**src/shared/dgp_pkg.sv**
```systemverilog
package dgp_pkg;

  // ****************************************
  // register map (byte addresses on the port)
  // ****************************************
  localparam logic [15:0] P6_DATA_ADDR = 16'hFFD9;
  localparam logic [15:0] P7_DATA_ADDR = 16'hFFDA;
  localparam logic [15:0] P6_DIR_ADDR  = 16'hFFE9;
  localparam logic [15:0] P7_DIR_ADDR  = 16'hFFEA;

  // ****************************************
  // reset values and field layout
  // ****************************************
  localparam logic [7:0] P6_DATA_RST   = 8'h00;
  localparam logic [7:0] P6_DIR_RST    = 8'h00;
  localparam logic [7:0] P7_DATA_RST   = 8'h00;
  localparam logic [7:0] P7_DIR_RST    = 8'h00;
  localparam logic [7:0] WO_READ_VAL   = 8'hFF;
  localparam logic [7:0] P7_USED_MASK  = 8'hF8;
  localparam logic [7:0] UNMAPPED_VAL  = 8'h00;
  localparam int         P7_TMR_OUT_BIT = 6;
  localparam int         P7_TMR_CLK_BIT = 5;
  localparam int         P7_TMR_RST_BIT = 4;
  localparam logic [3:0] TMR_SEL_OFF   = 4'h0;

  // ****************************************
  // power modes
  // ****************************************
  typedef enum logic [2:0] {
    DGP_ACTIVE,
    DGP_SUBACTIVE,
    DGP_SLEEP,
    DGP_SUBSLEEP,
    DGP_STANDBY,
    DGP_WATCH
  } dgp_mode_t;

  // ****************************************
  // carriers
  // ****************************************
  typedef struct packed {
    logic [15:0] addr;
    logic [7:0]  wdata;
    logic        wr;
    logic        rd;
  } dgp_bus_t;

  typedef struct packed {
    logic [7:0] out;
    logic [7:0] oe;
  } dgp_pins_t;

endpackage

```
**src/rtl/dgp_port.sv**
```systemverilog
// Implementation choice: the address-and-strobe port.
`timescale 1ns/1ps
// Behaviour
// - port 6 read gives latch where output, synchronised pin where input
// - port 6 data latch clears to zero at reset
// - port 6 direction one drives pin from latch, zero makes input
// - port 6 direction register is write-only and reads all ones
// - port 6 direction clears to zero at reset, all pins inputs
// - port 6 floats in reset (no pull-up) and standby/watch (pull-up high), holds in sleep
// - port 7 data bits 2..0 reserved, read zero, ignore writes
// - port 7 read gives latch where output, pin level where input
// - port 7 direction bits 7..3 select output or input
// - port 7 direction register is write-only and reads all ones
// - port 7 data and direction clear to zero at reset
// - nonzero timer select puts timer output on port 7 pin 6
// - port 7 pins 5 and 4 feed timer clock and reset inputs
// - port 7 floats in reset/standby, holds in sleep and watch
module dgp_port
  import dgp_pkg::*;
(
  input  wire logic       sys_clk_i,
  input  wire logic       rstn_i,
  input  wire logic       clk_en_i,
  input  wire logic [15:0] addr_i,
  input  wire logic [7:0]  wdata_i,
  input  wire logic        wr_i,
  input  wire logic        rd_i,
  output logic      [7:0]  rdata_o,
  input  wire dgp_mode_t   mode_i,
  input  wire logic [7:0]  p6_pullup_i,
  input  wire logic [3:0]  timer_output_select_i,
  input  wire logic        timer_wave_out_i,
  output logic             timer_ext_clock_in_o,
  output logic             timer_counter_reset_in_o,
  input  wire logic [7:0]  p6_pin_i,
  output logic      [7:0]  p6_pin_o,
  output logic      [7:0]  p6_pin_oe_o,
  input  wire logic [7:0]  p7_pin_i,
  output logic      [7:0]  p7_pin_o,
  output logic      [7:0]  p7_pin_oe_o
);

  // ****************************************
  // bus decode
  // ****************************************
  dgp_bus_t bus;
  assign bus = '{addr: addr_i, wdata: wdata_i, wr: wr_i, rd: rd_i};

  wire hit_p6d = bus.addr == P6_DATA_ADDR;
  wire hit_p7d = bus.addr == P7_DATA_ADDR;
  wire hit_p6c = bus.addr == P6_DIR_ADDR;
  wire hit_p7c = bus.addr == P7_DIR_ADDR;

  logic [7:0] port6_data_latch_ff;
  logic [7:0] port6_direction_ff;
  logic [7:0] port7_data_latch_ff;
  logic [7:0] port7_direction_ff;
  logic [7:0] p6_meta_ff;
  logic [7:0] p6_sync_ff;
  logic [7:0] p7_meta_ff;
  logic [7:0] p7_sync_ff;

  // ****************************************
  // registers
  // ****************************************
  always_ff @(posedge sys_clk_i or negedge rstn_i) begin
    if (!rstn_i) begin
      port6_data_latch_ff <= P6_DATA_RST;
      port6_direction_ff  <= P6_DIR_RST;
      port7_data_latch_ff <= P7_DATA_RST;
      port7_direction_ff  <= P7_DIR_RST;
    end else if (clk_en_i && bus.wr) begin
      if (hit_p6d) begin
        port6_data_latch_ff <= bus.wdata;
      end
      if (hit_p6c) begin
        port6_direction_ff <= bus.wdata;
      end
      if (hit_p7d) begin
        port7_data_latch_ff <= bus.wdata & P7_USED_MASK;
      end
      if (hit_p7c) begin
        port7_direction_ff <= bus.wdata & P7_USED_MASK;
      end
    end
  end

  // ****************************************
  // pin input synchronisers
  // ****************************************
  always_ff @(posedge sys_clk_i or negedge rstn_i) begin
    if (!rstn_i) begin
      p6_meta_ff <= 8'h00;
      p6_sync_ff <= 8'h00;
      p7_meta_ff <= 8'h00;
      p7_sync_ff <= 8'h00;
    end else if (clk_en_i) begin
      p6_meta_ff <= p6_pin_i;
      p6_sync_ff <= p6_meta_ff;
      p7_meta_ff <= p7_pin_i;
      p7_sync_ff <= p7_meta_ff;
    end
  end

  // ****************************************
  // read path
  // ****************************************
  wire [7:0] p6_view = (port6_direction_ff & port6_data_latch_ff)
                     | (~port6_direction_ff & p6_sync_ff);
  wire [7:0] p7_view = ((port7_direction_ff & port7_data_latch_ff)
                     | (~port7_direction_ff & p7_sync_ff))
                     & P7_USED_MASK;
  wire [7:0] nxt_rdata = hit_p6d ? p6_view :
                         hit_p7d ? p7_view :
                         (hit_p6c || hit_p7c) ? WO_READ_VAL :
                         UNMAPPED_VAL;

  logic [7:0] rdata_ff;
  always_ff @(posedge sys_clk_i or negedge rstn_i) begin
    if (!rstn_i) begin
      rdata_ff <= 8'h00;
    end else if (clk_en_i) begin
      rdata_ff <= bus.rd ? nxt_rdata : 8'h00;
    end
  end
  assign rdata_o = rdata_ff;

  // ****************************************
  // pin drive per power mode
  // ****************************************
  // timer pin override applies before the mode gating, so a hold keeps it
  wire       tmr_on    = timer_output_select_i != TMR_SEL_OFF;
  wire       run_mode  = (mode_i == DGP_ACTIVE) || (mode_i == DGP_SUBACTIVE);
  wire       p7_float  = (mode_i == DGP_STANDBY);
  wire       p6_float  = (mode_i == DGP_STANDBY) ||
                         (mode_i == DGP_WATCH);
  wire [7:0] p6_oe_run = port6_direction_ff;
  wire [7:0] p7_dat_run;
  wire [7:0] p7_oe_run;

  genvar gi;
  generate
    for (gi = 0; gi < 8; gi++) begin : g_p7
      if (gi == P7_TMR_OUT_BIT) begin : g_tmr
        assign p7_dat_run[gi] = tmr_on ? timer_wave_out_i
                                       : port7_data_latch_ff[gi];
        assign p7_oe_run[gi]  = tmr_on | port7_direction_ff[gi];
      end else begin : g_io
        assign p7_dat_run[gi] = port7_data_latch_ff[gi];
        assign p7_oe_run[gi]  = port7_direction_ff[gi];
      end
    end
  endgenerate

  dgp_pins_t p6_ff;
  dgp_pins_t p7_ff;
  dgp_pins_t nxt_p6;
  dgp_pins_t nxt_p7;

  // pull-up is only meaningful on input pins, hence the direction mask
  assign nxt_p6 = run_mode ? '{out: port6_data_latch_ff, oe: p6_oe_run} :
                  p6_float ? '{out: p6_pullup_i & ~port6_direction_ff,
                               oe: p6_pullup_i & ~port6_direction_ff} :
                  p6_ff;
  assign nxt_p7 = run_mode ? '{out: p7_dat_run, oe: p7_oe_run} :
                  p7_float ? '{out: 8'h00, oe: 8'h00} :
                  p7_ff;

  // reset clears oe, so every pin floats while rstn_i is low
  always_ff @(posedge sys_clk_i or negedge rstn_i) begin
    if (!rstn_i) begin
      p6_ff <= '0;
      p7_ff <= '0;
    end else if (clk_en_i) begin
      p6_ff <= nxt_p6;
      p7_ff <= nxt_p7;
    end
  end

  // timer inputs come from synchronised pin levels in any direction
  logic tclk_ff;
  logic trst_ff;
  always_ff @(posedge sys_clk_i or negedge rstn_i) begin
    if (!rstn_i) begin
      tclk_ff <= 1'b0;
      trst_ff <= 1'b0;
    end else if (clk_en_i) begin
      tclk_ff <= p7_sync_ff[P7_TMR_CLK_BIT];
      trst_ff <= p7_sync_ff[P7_TMR_RST_BIT];
    end
  end

  assign p6_pin_o                 = p6_ff.out;
  assign p6_pin_oe_o              = p6_ff.oe;
  assign p7_pin_o                 = p7_ff.out;
  assign p7_pin_oe_o              = p7_ff.oe;
  assign timer_ext_clock_in_o     = tclk_ff;
  assign timer_counter_reset_in_o = trst_ff;

  // ****************************************
  // assertions
  // ****************************************
  a_p6_dir_reads_ones: assert property (@(posedge sys_clk_i)
    disable iff (!rstn_i)
    (clk_en_i && rd_i && hit_p6c) |=> rdata_o == 8'hFF)
    else $error("port 6 direction read not all ones");

  a_p7_dir_reads_ones: assert property (@(posedge sys_clk_i)
    disable iff (!rstn_i)
    (clk_en_i && rd_i && hit_p7c) |=> rdata_o == 8'hFF)
    else $error("port 7 direction read not all ones");

  a_p7_reserved_zero: assert property (@(posedge sys_clk_i)
    disable iff (!rstn_i)
    (clk_en_i && rd_i && hit_p7d) |=> rdata_o[2:0] == 3'h0)
    else $error("port 7 reserved bits not zero");

  a_p6_read_latch: assert property (@(posedge sys_clk_i)
    disable iff (!rstn_i)
    (clk_en_i && rd_i && hit_p6d && port6_direction_ff == 8'hFF)
    |=> rdata_o == $past(port6_data_latch_ff))
    else $error("port 6 output read not from latch");

  a_p6_write_drive: assert property (@(posedge sys_clk_i)
    disable iff (!rstn_i)
    (clk_en_i && wr_i && hit_p6d && run_mode
     && port6_direction_ff == 8'hFF) ##1 clk_en_i && run_mode
    |=> p6_pin_o == $past(wdata_i, 2))
    else $error("port 6 pin not following write");

  a_p7_timer_pin: assert property (@(posedge sys_clk_i)
    disable iff (!rstn_i)
    (clk_en_i && run_mode && tmr_on)
    |=> p7_pin_oe_o[6] && p7_pin_o[6] == $past(timer_wave_out_i))
    else $error("timer output not on port 7 pin 6");

  a_p7_standby_float: assert property (@(posedge sys_clk_i)
    disable iff (!rstn_i)
    (clk_en_i && mode_i == DGP_STANDBY) |=> p7_pin_oe_o == 8'h00)
    else $error("port 7 driving in standby");

  a_p6_sleep_hold: assert property (@(posedge sys_clk_i)
    disable iff (!rstn_i)
    (mode_i == DGP_SLEEP) |=> $stable(p6_pin_oe_o) && $stable(p6_pin_o))
    else $error("port 6 changed in sleep");

  a_p7_dir_drive: assert property (@(posedge sys_clk_i)
    disable iff (!rstn_i)
    (clk_en_i && run_mode && !tmr_on)
    |=> p7_pin_oe_o == $past(port7_direction_ff))
    else $error("port 7 enables not from direction");

  a_timer_clk_path: assert property (@(posedge sys_clk_i)
    disable iff (!rstn_i)
    (clk_en_i && rstn_i) [*4]
    |-> timer_ext_clock_in_o == $past(p7_pin_i[5], 3))
    else $error("timer clock input not tracking pin 5");

  c_p6_output: cover property (@(posedge sys_clk_i)
    run_mode && p6_pin_oe_o != 8'h00);
  c_timer_pin: cover property (@(posedge sys_clk_i)
    run_mode && tmr_on && p7_pin_oe_o[6]);
  c_standby: cover property (@(posedge sys_clk_i)
    mode_i == DGP_STANDBY && p6_pin_oe_o != 8'h00);
  c_watch_hold: cover property (@(posedge sys_clk_i)
    mode_i == DGP_WATCH && p7_pin_oe_o != 8'h00);

endmodule

```
**config.mk**
```make
export PLATFORM = sky130hd
export DESIGN_NAME = dgp_port
export DESIGN_NICKNAME = d
export VERILOG_FILES = /design/src/shared/dgp_pkg.sv /design/src/rtl/dgp_port.sv
export SDC_FILE = /design/constraint.sdc
export NUM_CORES = 1
export LEC_CHECK = 0
export ABC_AREA = 1
export BUFFER_PORTS_ARGS = -buffer_cell sky130_fd_sc_hd__buf_2
export CAP_MARGIN = 20
export CELL_PAD_IN_SITES_DETAIL_PLACEMENT = 0
export CELL_PAD_IN_SITES_GLOBAL_PLACEMENT = 2
export CORE_AREA = 2 2 116 118
export CTS_BUF_LIST = sky130_fd_sc_hd__clkbuf_4 sky130_fd_sc_hd__clkbuf_8
export DETAILED_ROUTE_END_ITERATION = 6
export DIE_AREA = 0 0 118 120
export PLACE_DENSITY_LB_ADDON = 0.25
export SETUP_SLACK_MARGIN = 0.02
export SLEW_MARGIN = 20
export SYNTH_ARGS = -nofsm -noshare
export SYNTH_HDL_FRONTEND = slang
export SYNTH_SLANG_ARGS = --single-unit
```
**constraint.sdc**
```tcl
create_clock -name sys_clk_i -period 1.65 [get_ports sys_clk_i]
set_clock_uncertainty 0.1 [all_clocks]
set_input_delay 0 -clock sys_clk_i [delete_from_list [all_inputs] [get_ports sys_clk_i]]
set_output_delay 0 -clock sys_clk_i [all_outputs]
set_load 0.01 [all_outputs]
```
==> impl_metrics.json <==
{
  "multi_input_area_sq_um": 1570,
  "vdd_ir_drop_max_v": 0.000342,
  "antenna_cells_inserted": 0,
  "area_share_of_the_largest_cell_type_after_synthesis_pct": 54.0,
  "worstSetupStartpointType": "flip-flop",
  "synth-adder-area-share_pct": 0,
  "postCtsSetupRepairBufs": 0,
  "synth-seq-area-share_pct": 54.0,
  "synth_compound_gate_area_share_pct": 11.2,
  "first_global_vias": 3458,
  "power_density_nw_per_um2": 848,
  "clock_power_share_pct": 34.4,
  "setup.worst_path.class": "reg2reg",
  "syn2layout_area_growth_pct": 30.6,
  "fillers": 1352,
  "worst-path-max-fanout": 4,
  "synth_seq_cells": 88,
  "tritoncts_clock_tree": "yes",
  "maximum_number_of_pins_on_one_net_before_global_route_repair": 41,
  "syn_inst": 482,
  "drt-total-wl_mm": 10.6,
  "antenna_found_initial": 0,
  "drive_gt1_share_pct": 26.4,
  "worst_setup_path_end_kind": "flip-flop",
  "power_frac_comb_pct": 13.4,
  "post_route_setup_tns_ps": 0,
  "first_iter_violations": 162,
  "cts_buffer_depth": 2,
  "slew_headroom_pct": 64.3,
  "ant_nets": 0,
  "largest_family_of_logic_cells_by_synthesized_area": "simple AND/OR/NAND/NOR gates",
  "avgViaCountPerCell": 4.36,
  "detail_route.first_pass.iterations": 5,
  "power_switching_share_pct": 25.6,
  "finalWorstPathRequiredPeriod_ps": 1530,
  "floorplan.core_area_sq_um": 13000,
  "placement.io_buffers": 93,
  "hold_class": "in2reg",
  "clockRootBuffer": "sky130_fd_sc_hd__clkbuf_8",
  "synth.avg_cell_area_sq_um": 8.47,
  "pwr-share-seq_pct": 52.3,
  "power_switching_mw": 1.16,
  "yosys_warnings": 0,
  "critical_path_required_ps": 1810,
  "maxCapViolations": 0,
  "grt_setup_unrepaired": "no",
  "floorplan.die_area_sq_um": 14200,
  "grt_use_total_pct": 15.8,
  "yosysUniqueCellTypes": 27,
  "numCtsBuffers": 9,
  "share_of_the_synthesized_netlist_area_taken_by_xor_and_xnor_gates_pct": 0,
  "dieHeight_microns": 120,
  "netlist.top_cell.by_area": "sky130_fd_sc_hd__dfrtp_1",
  "cts.reportedPaths.clkPinSlew_ps": 90,
  "rows": 42,
  "clock_sinks": 88,
  "run_status": "completed",
  "clkLatencyLatePin_ps": 370,
  "maxClockFrequency_mhz": 652,
  "grt_pass1_wl_mm": 17.3,
  "dp.final_hpwl_mm": 7.68,
  "rd_place_congestion": 0.767,
  "synth-simple-area-share_pct": 26.3,
  "wl_per_cell_microns": 13.3,
  "fp.dieW_microns": 118,
  "critical_path.max_stage_delay_ps": 550,
  "yosys-mux-area-fraction_pct": 0.245,
  "fin_nets": 679,
  "ys_top_cells_by_area": "sky130_fd_sc_hd__dfrtp_1 54%, sky130_fd_sc_hd__nand2_1 16%, sky130_fd_sc_hd__inv_1 4.1%",
  "boundaryPins": 103,
  "cellLeakagePower_nw": 2.73,
  "cts_h_tree_depth": 3,
  "hold_violations": 0,
  "via_count": 3476,
  "cp.arrival_ps": 1690,
  "worst_slew_pin_slew_ps": 536,
  "worst_path_max_delay_cell": "sky130_fd_sc_hd__dlygate4sd3_1",
  "seq_area_sq_um": 2200,
  "post-route-cell-area_sq_um": 5330,
  "postPlaceCellArea_sq_um": 4730,
  "post-route-drc-count": 0,
  "power.internal_mw": 3.36,
  "final-max-slew-violation-count": 0,
  "globalRoute.totalOverflow": 0,
  "setup_viols_final": 0,
  "initial_core_util_pct": 31.4,
  "worstPathCellList": "inv_1 > a31oi_2 > a21oi_1 > dlygate4sd3_1",
  "synth_area_sq_um": 4080,
  "final.period_utilization_pct": 93.0
}
[metal layers]
| layer | GRT usage (%) | routed length [microns] |
|---|---|---|
| met5 | 0 | 0 |
| met4 | 6.33 | 147 |
| met3 | 3.09 | 412 |
| met2 | 25.0 | 4980 |
| met1 | 21.3 | 5060 |
[critical path, delay by kind of cell (launching register included)]
| family | cells | cell delay (ps) |
|---|---|---|
| flip-flops | 1 | 390 |
| buffers and inverters | 2 | 650 |
| AO/OA/AOI/OAI | 2 | 290 |
[cells by family (layout without fill, tap and decap cells)]
family	Yosys count	after routing
compound gates	75	75
flops	88	88
other cells	1	6
simple gates	246	246
buf+inv	71	206
mux	1	1
[power groups by stage]
stage | Combinational [mW] | Sequential [mW] | Clock (mW)
6_report | 0.605 | 2.36 | 1.55
2_1_floorplan | 0.259 | 2.42 | 0
3_5_place_dp | 0.543 | 2.41 | 0
3_3_place_gp | 0.538 | 2.40 | 0
5_1_grt | 0.691 | 2.38 | 1.71
4_1_cts | 0.617 | 2.36 | 1.62
[registers in the layout (all words and copies together) (netlist names)]
name                      flops
p7_sync_ff                    5
port6_data_latch_ff           8
timer_ext_clock_in_o          1
p7_pin_oe_o                   5
p7_meta_ff                    5
p6_oe_run                     8
timer_counter_reset_in_o      1
p6_pin_oe_o                   8
p7_pin_o                      5
p6_sync_ff                    8
p6_meta_ff                    8
port7_data_latch_ff           5
p6_pin_o                      8
rdata_o                       8
port7_direction_ff            5
[cell usage after synthesis]
cell and count:
sky130_fd_sc_hd__a21oi_1 21, sky130_fd_sc_hd__o22ai_1 3, sky130_fd_sc_hd__nor2_2 5, sky130_fd_sc_hd__nand2_2 6, sky130_fd_sc_hd__nor2_1 25, sky130_fd_sc_hd__inv_1 45, sky130_fd_sc_hd__nand4_4 1, sky130_fd_sc_hd__inv_2 4
sky130_fd_sc_hd__or2_2 5, sky130_fd_sc_hd__conb_1 1, sky130_fd_sc_hd__a21oi_4 1, sky130_fd_sc_hd__nand3_1 23, sky130_fd_sc_hd__clkbuf_1 1, sky130_fd_sc_hd__nand2_1 171, sky130_fd_sc_hd__dfrtp_1 88, sky130_fd_sc_hd__nand4_1 3
sky130_fd_sc_hd__buf_6 4, sky130_fd_sc_hd__mux2i_1 1, sky130_fd_sc_hd__o21ai_2 16, sky130_fd_sc_hd__nand3_2 2, sky130_fd_sc_hd__nand3_4 1, sky130_fd_sc_hd__buf_4 6, sky130_fd_sc_hd__a31oi_1 6, sky130_fd_sc_hd__o21ai_0 28
sky130_fd_sc_hd__nor2_4 3, sky130_fd_sc_hd__buf_2 11, sky130_fd_sc_hd__nand4_2 1
[timing repair]
| action | CTS | global route |
|---|---|---|
| setup endpoints to repair | 0 | 2 |
| hold buffers | 39 | 0 |
| gates resized for setup | 0 | 2 |
| endpoints found under the hold margin | 155 | 0 |
[cells in the final DEF (no fill, tap or decap), types with 2 or more instances in the layout]
cell type and n:
sky130_fd_sc_hd__dfrtp_1 88, sky130_fd_sc_hd__inv_1 45, sky130_fd_sc_hd__nor2_1 25, sky130_fd_sc_hd__clkinv_2 2, sky130_fd_sc_hd__nor2_4 3, sky130_fd_sc_hd__o21ai_0 27, sky130_fd_sc_hd__a31oi_1 5, sky130_fd_sc_hd__or2_2 5
sky130_fd_sc_hd__nand3_1 23, sky130_fd_sc_hd__clkbuf_8 12, sky130_fd_sc_hd__nand4_1 3, sky130_fd_sc_hd__nand2_1 171, sky130_fd_sc_hd__nand2_2 6, sky130_fd_sc_hd__o21ai_2 16, sky130_fd_sc_hd__nor2_2 5, sky130_fd_sc_hd__dlygate4sd3_1 39
sky130_fd_sc_hd__o22ai_1 3, sky130_fd_sc_hd__nand3_2 2, sky130_fd_sc_hd__buf_2 92, sky130_fd_sc_hd__conb_1 6, sky130_fd_sc_hd__inv_2 4, sky130_fd_sc_hd__buf_4 10, sky130_fd_sc_hd__a21oi_1 21
[final timing paths]
check | from | slack (ps) | end | cells after the start
worst max-delay path | p6_oe_run[1] | 120 | p6_pin_o[1] | 4
worst min-delay path | mode_i[2] | 30 | p6_pin_o[3] | 5
worst max register to register | p6_oe_run[1] | 120 | p6_pin_o[1] | 4
worst min register to register | p6_meta_ff[0] | 370 | p6_meta_ff[0] | 2
max in group asynchronous | rstn_i | 790 | rdata_o[7] | 3
min in group asynchronous | rstn_i | 60 | timer_ext_clock_in_o | 2
[area by class of cell]
type	count	share of cell area [%]
clock buffer	12	3.10
clock inverter	3	0.751
inverter	49	3.45
multi-input combinational	328	29.5
sequential	88	41.3
tap	176	4.13
timing repair buffer	142	17.8
[through the flow]
| step | setup slack [ps] | hold WS [ps] | instances | util (%) | power (mW) |
|---|---|---|---|---|---|
| after detailed placement | 273 | -78.2 | 744 | 36.4 | 2.95 |
| final | 116 | 27.8 | 798 | 41.1 | 4.52 |
| after CTS | 94.7 | 8.71 | 798 | 41.0 | 4.60 |
| after floorplan | 446 | -396 | 487 | - | 2.68 |
| after global placement | 298 | -79.9 | 744 | 36.4 | 2.94 |
| after global routing | 24.7 | 23.1 | 798 | 41.1 | 4.78 |
Power figures use the tool's default switching activity.
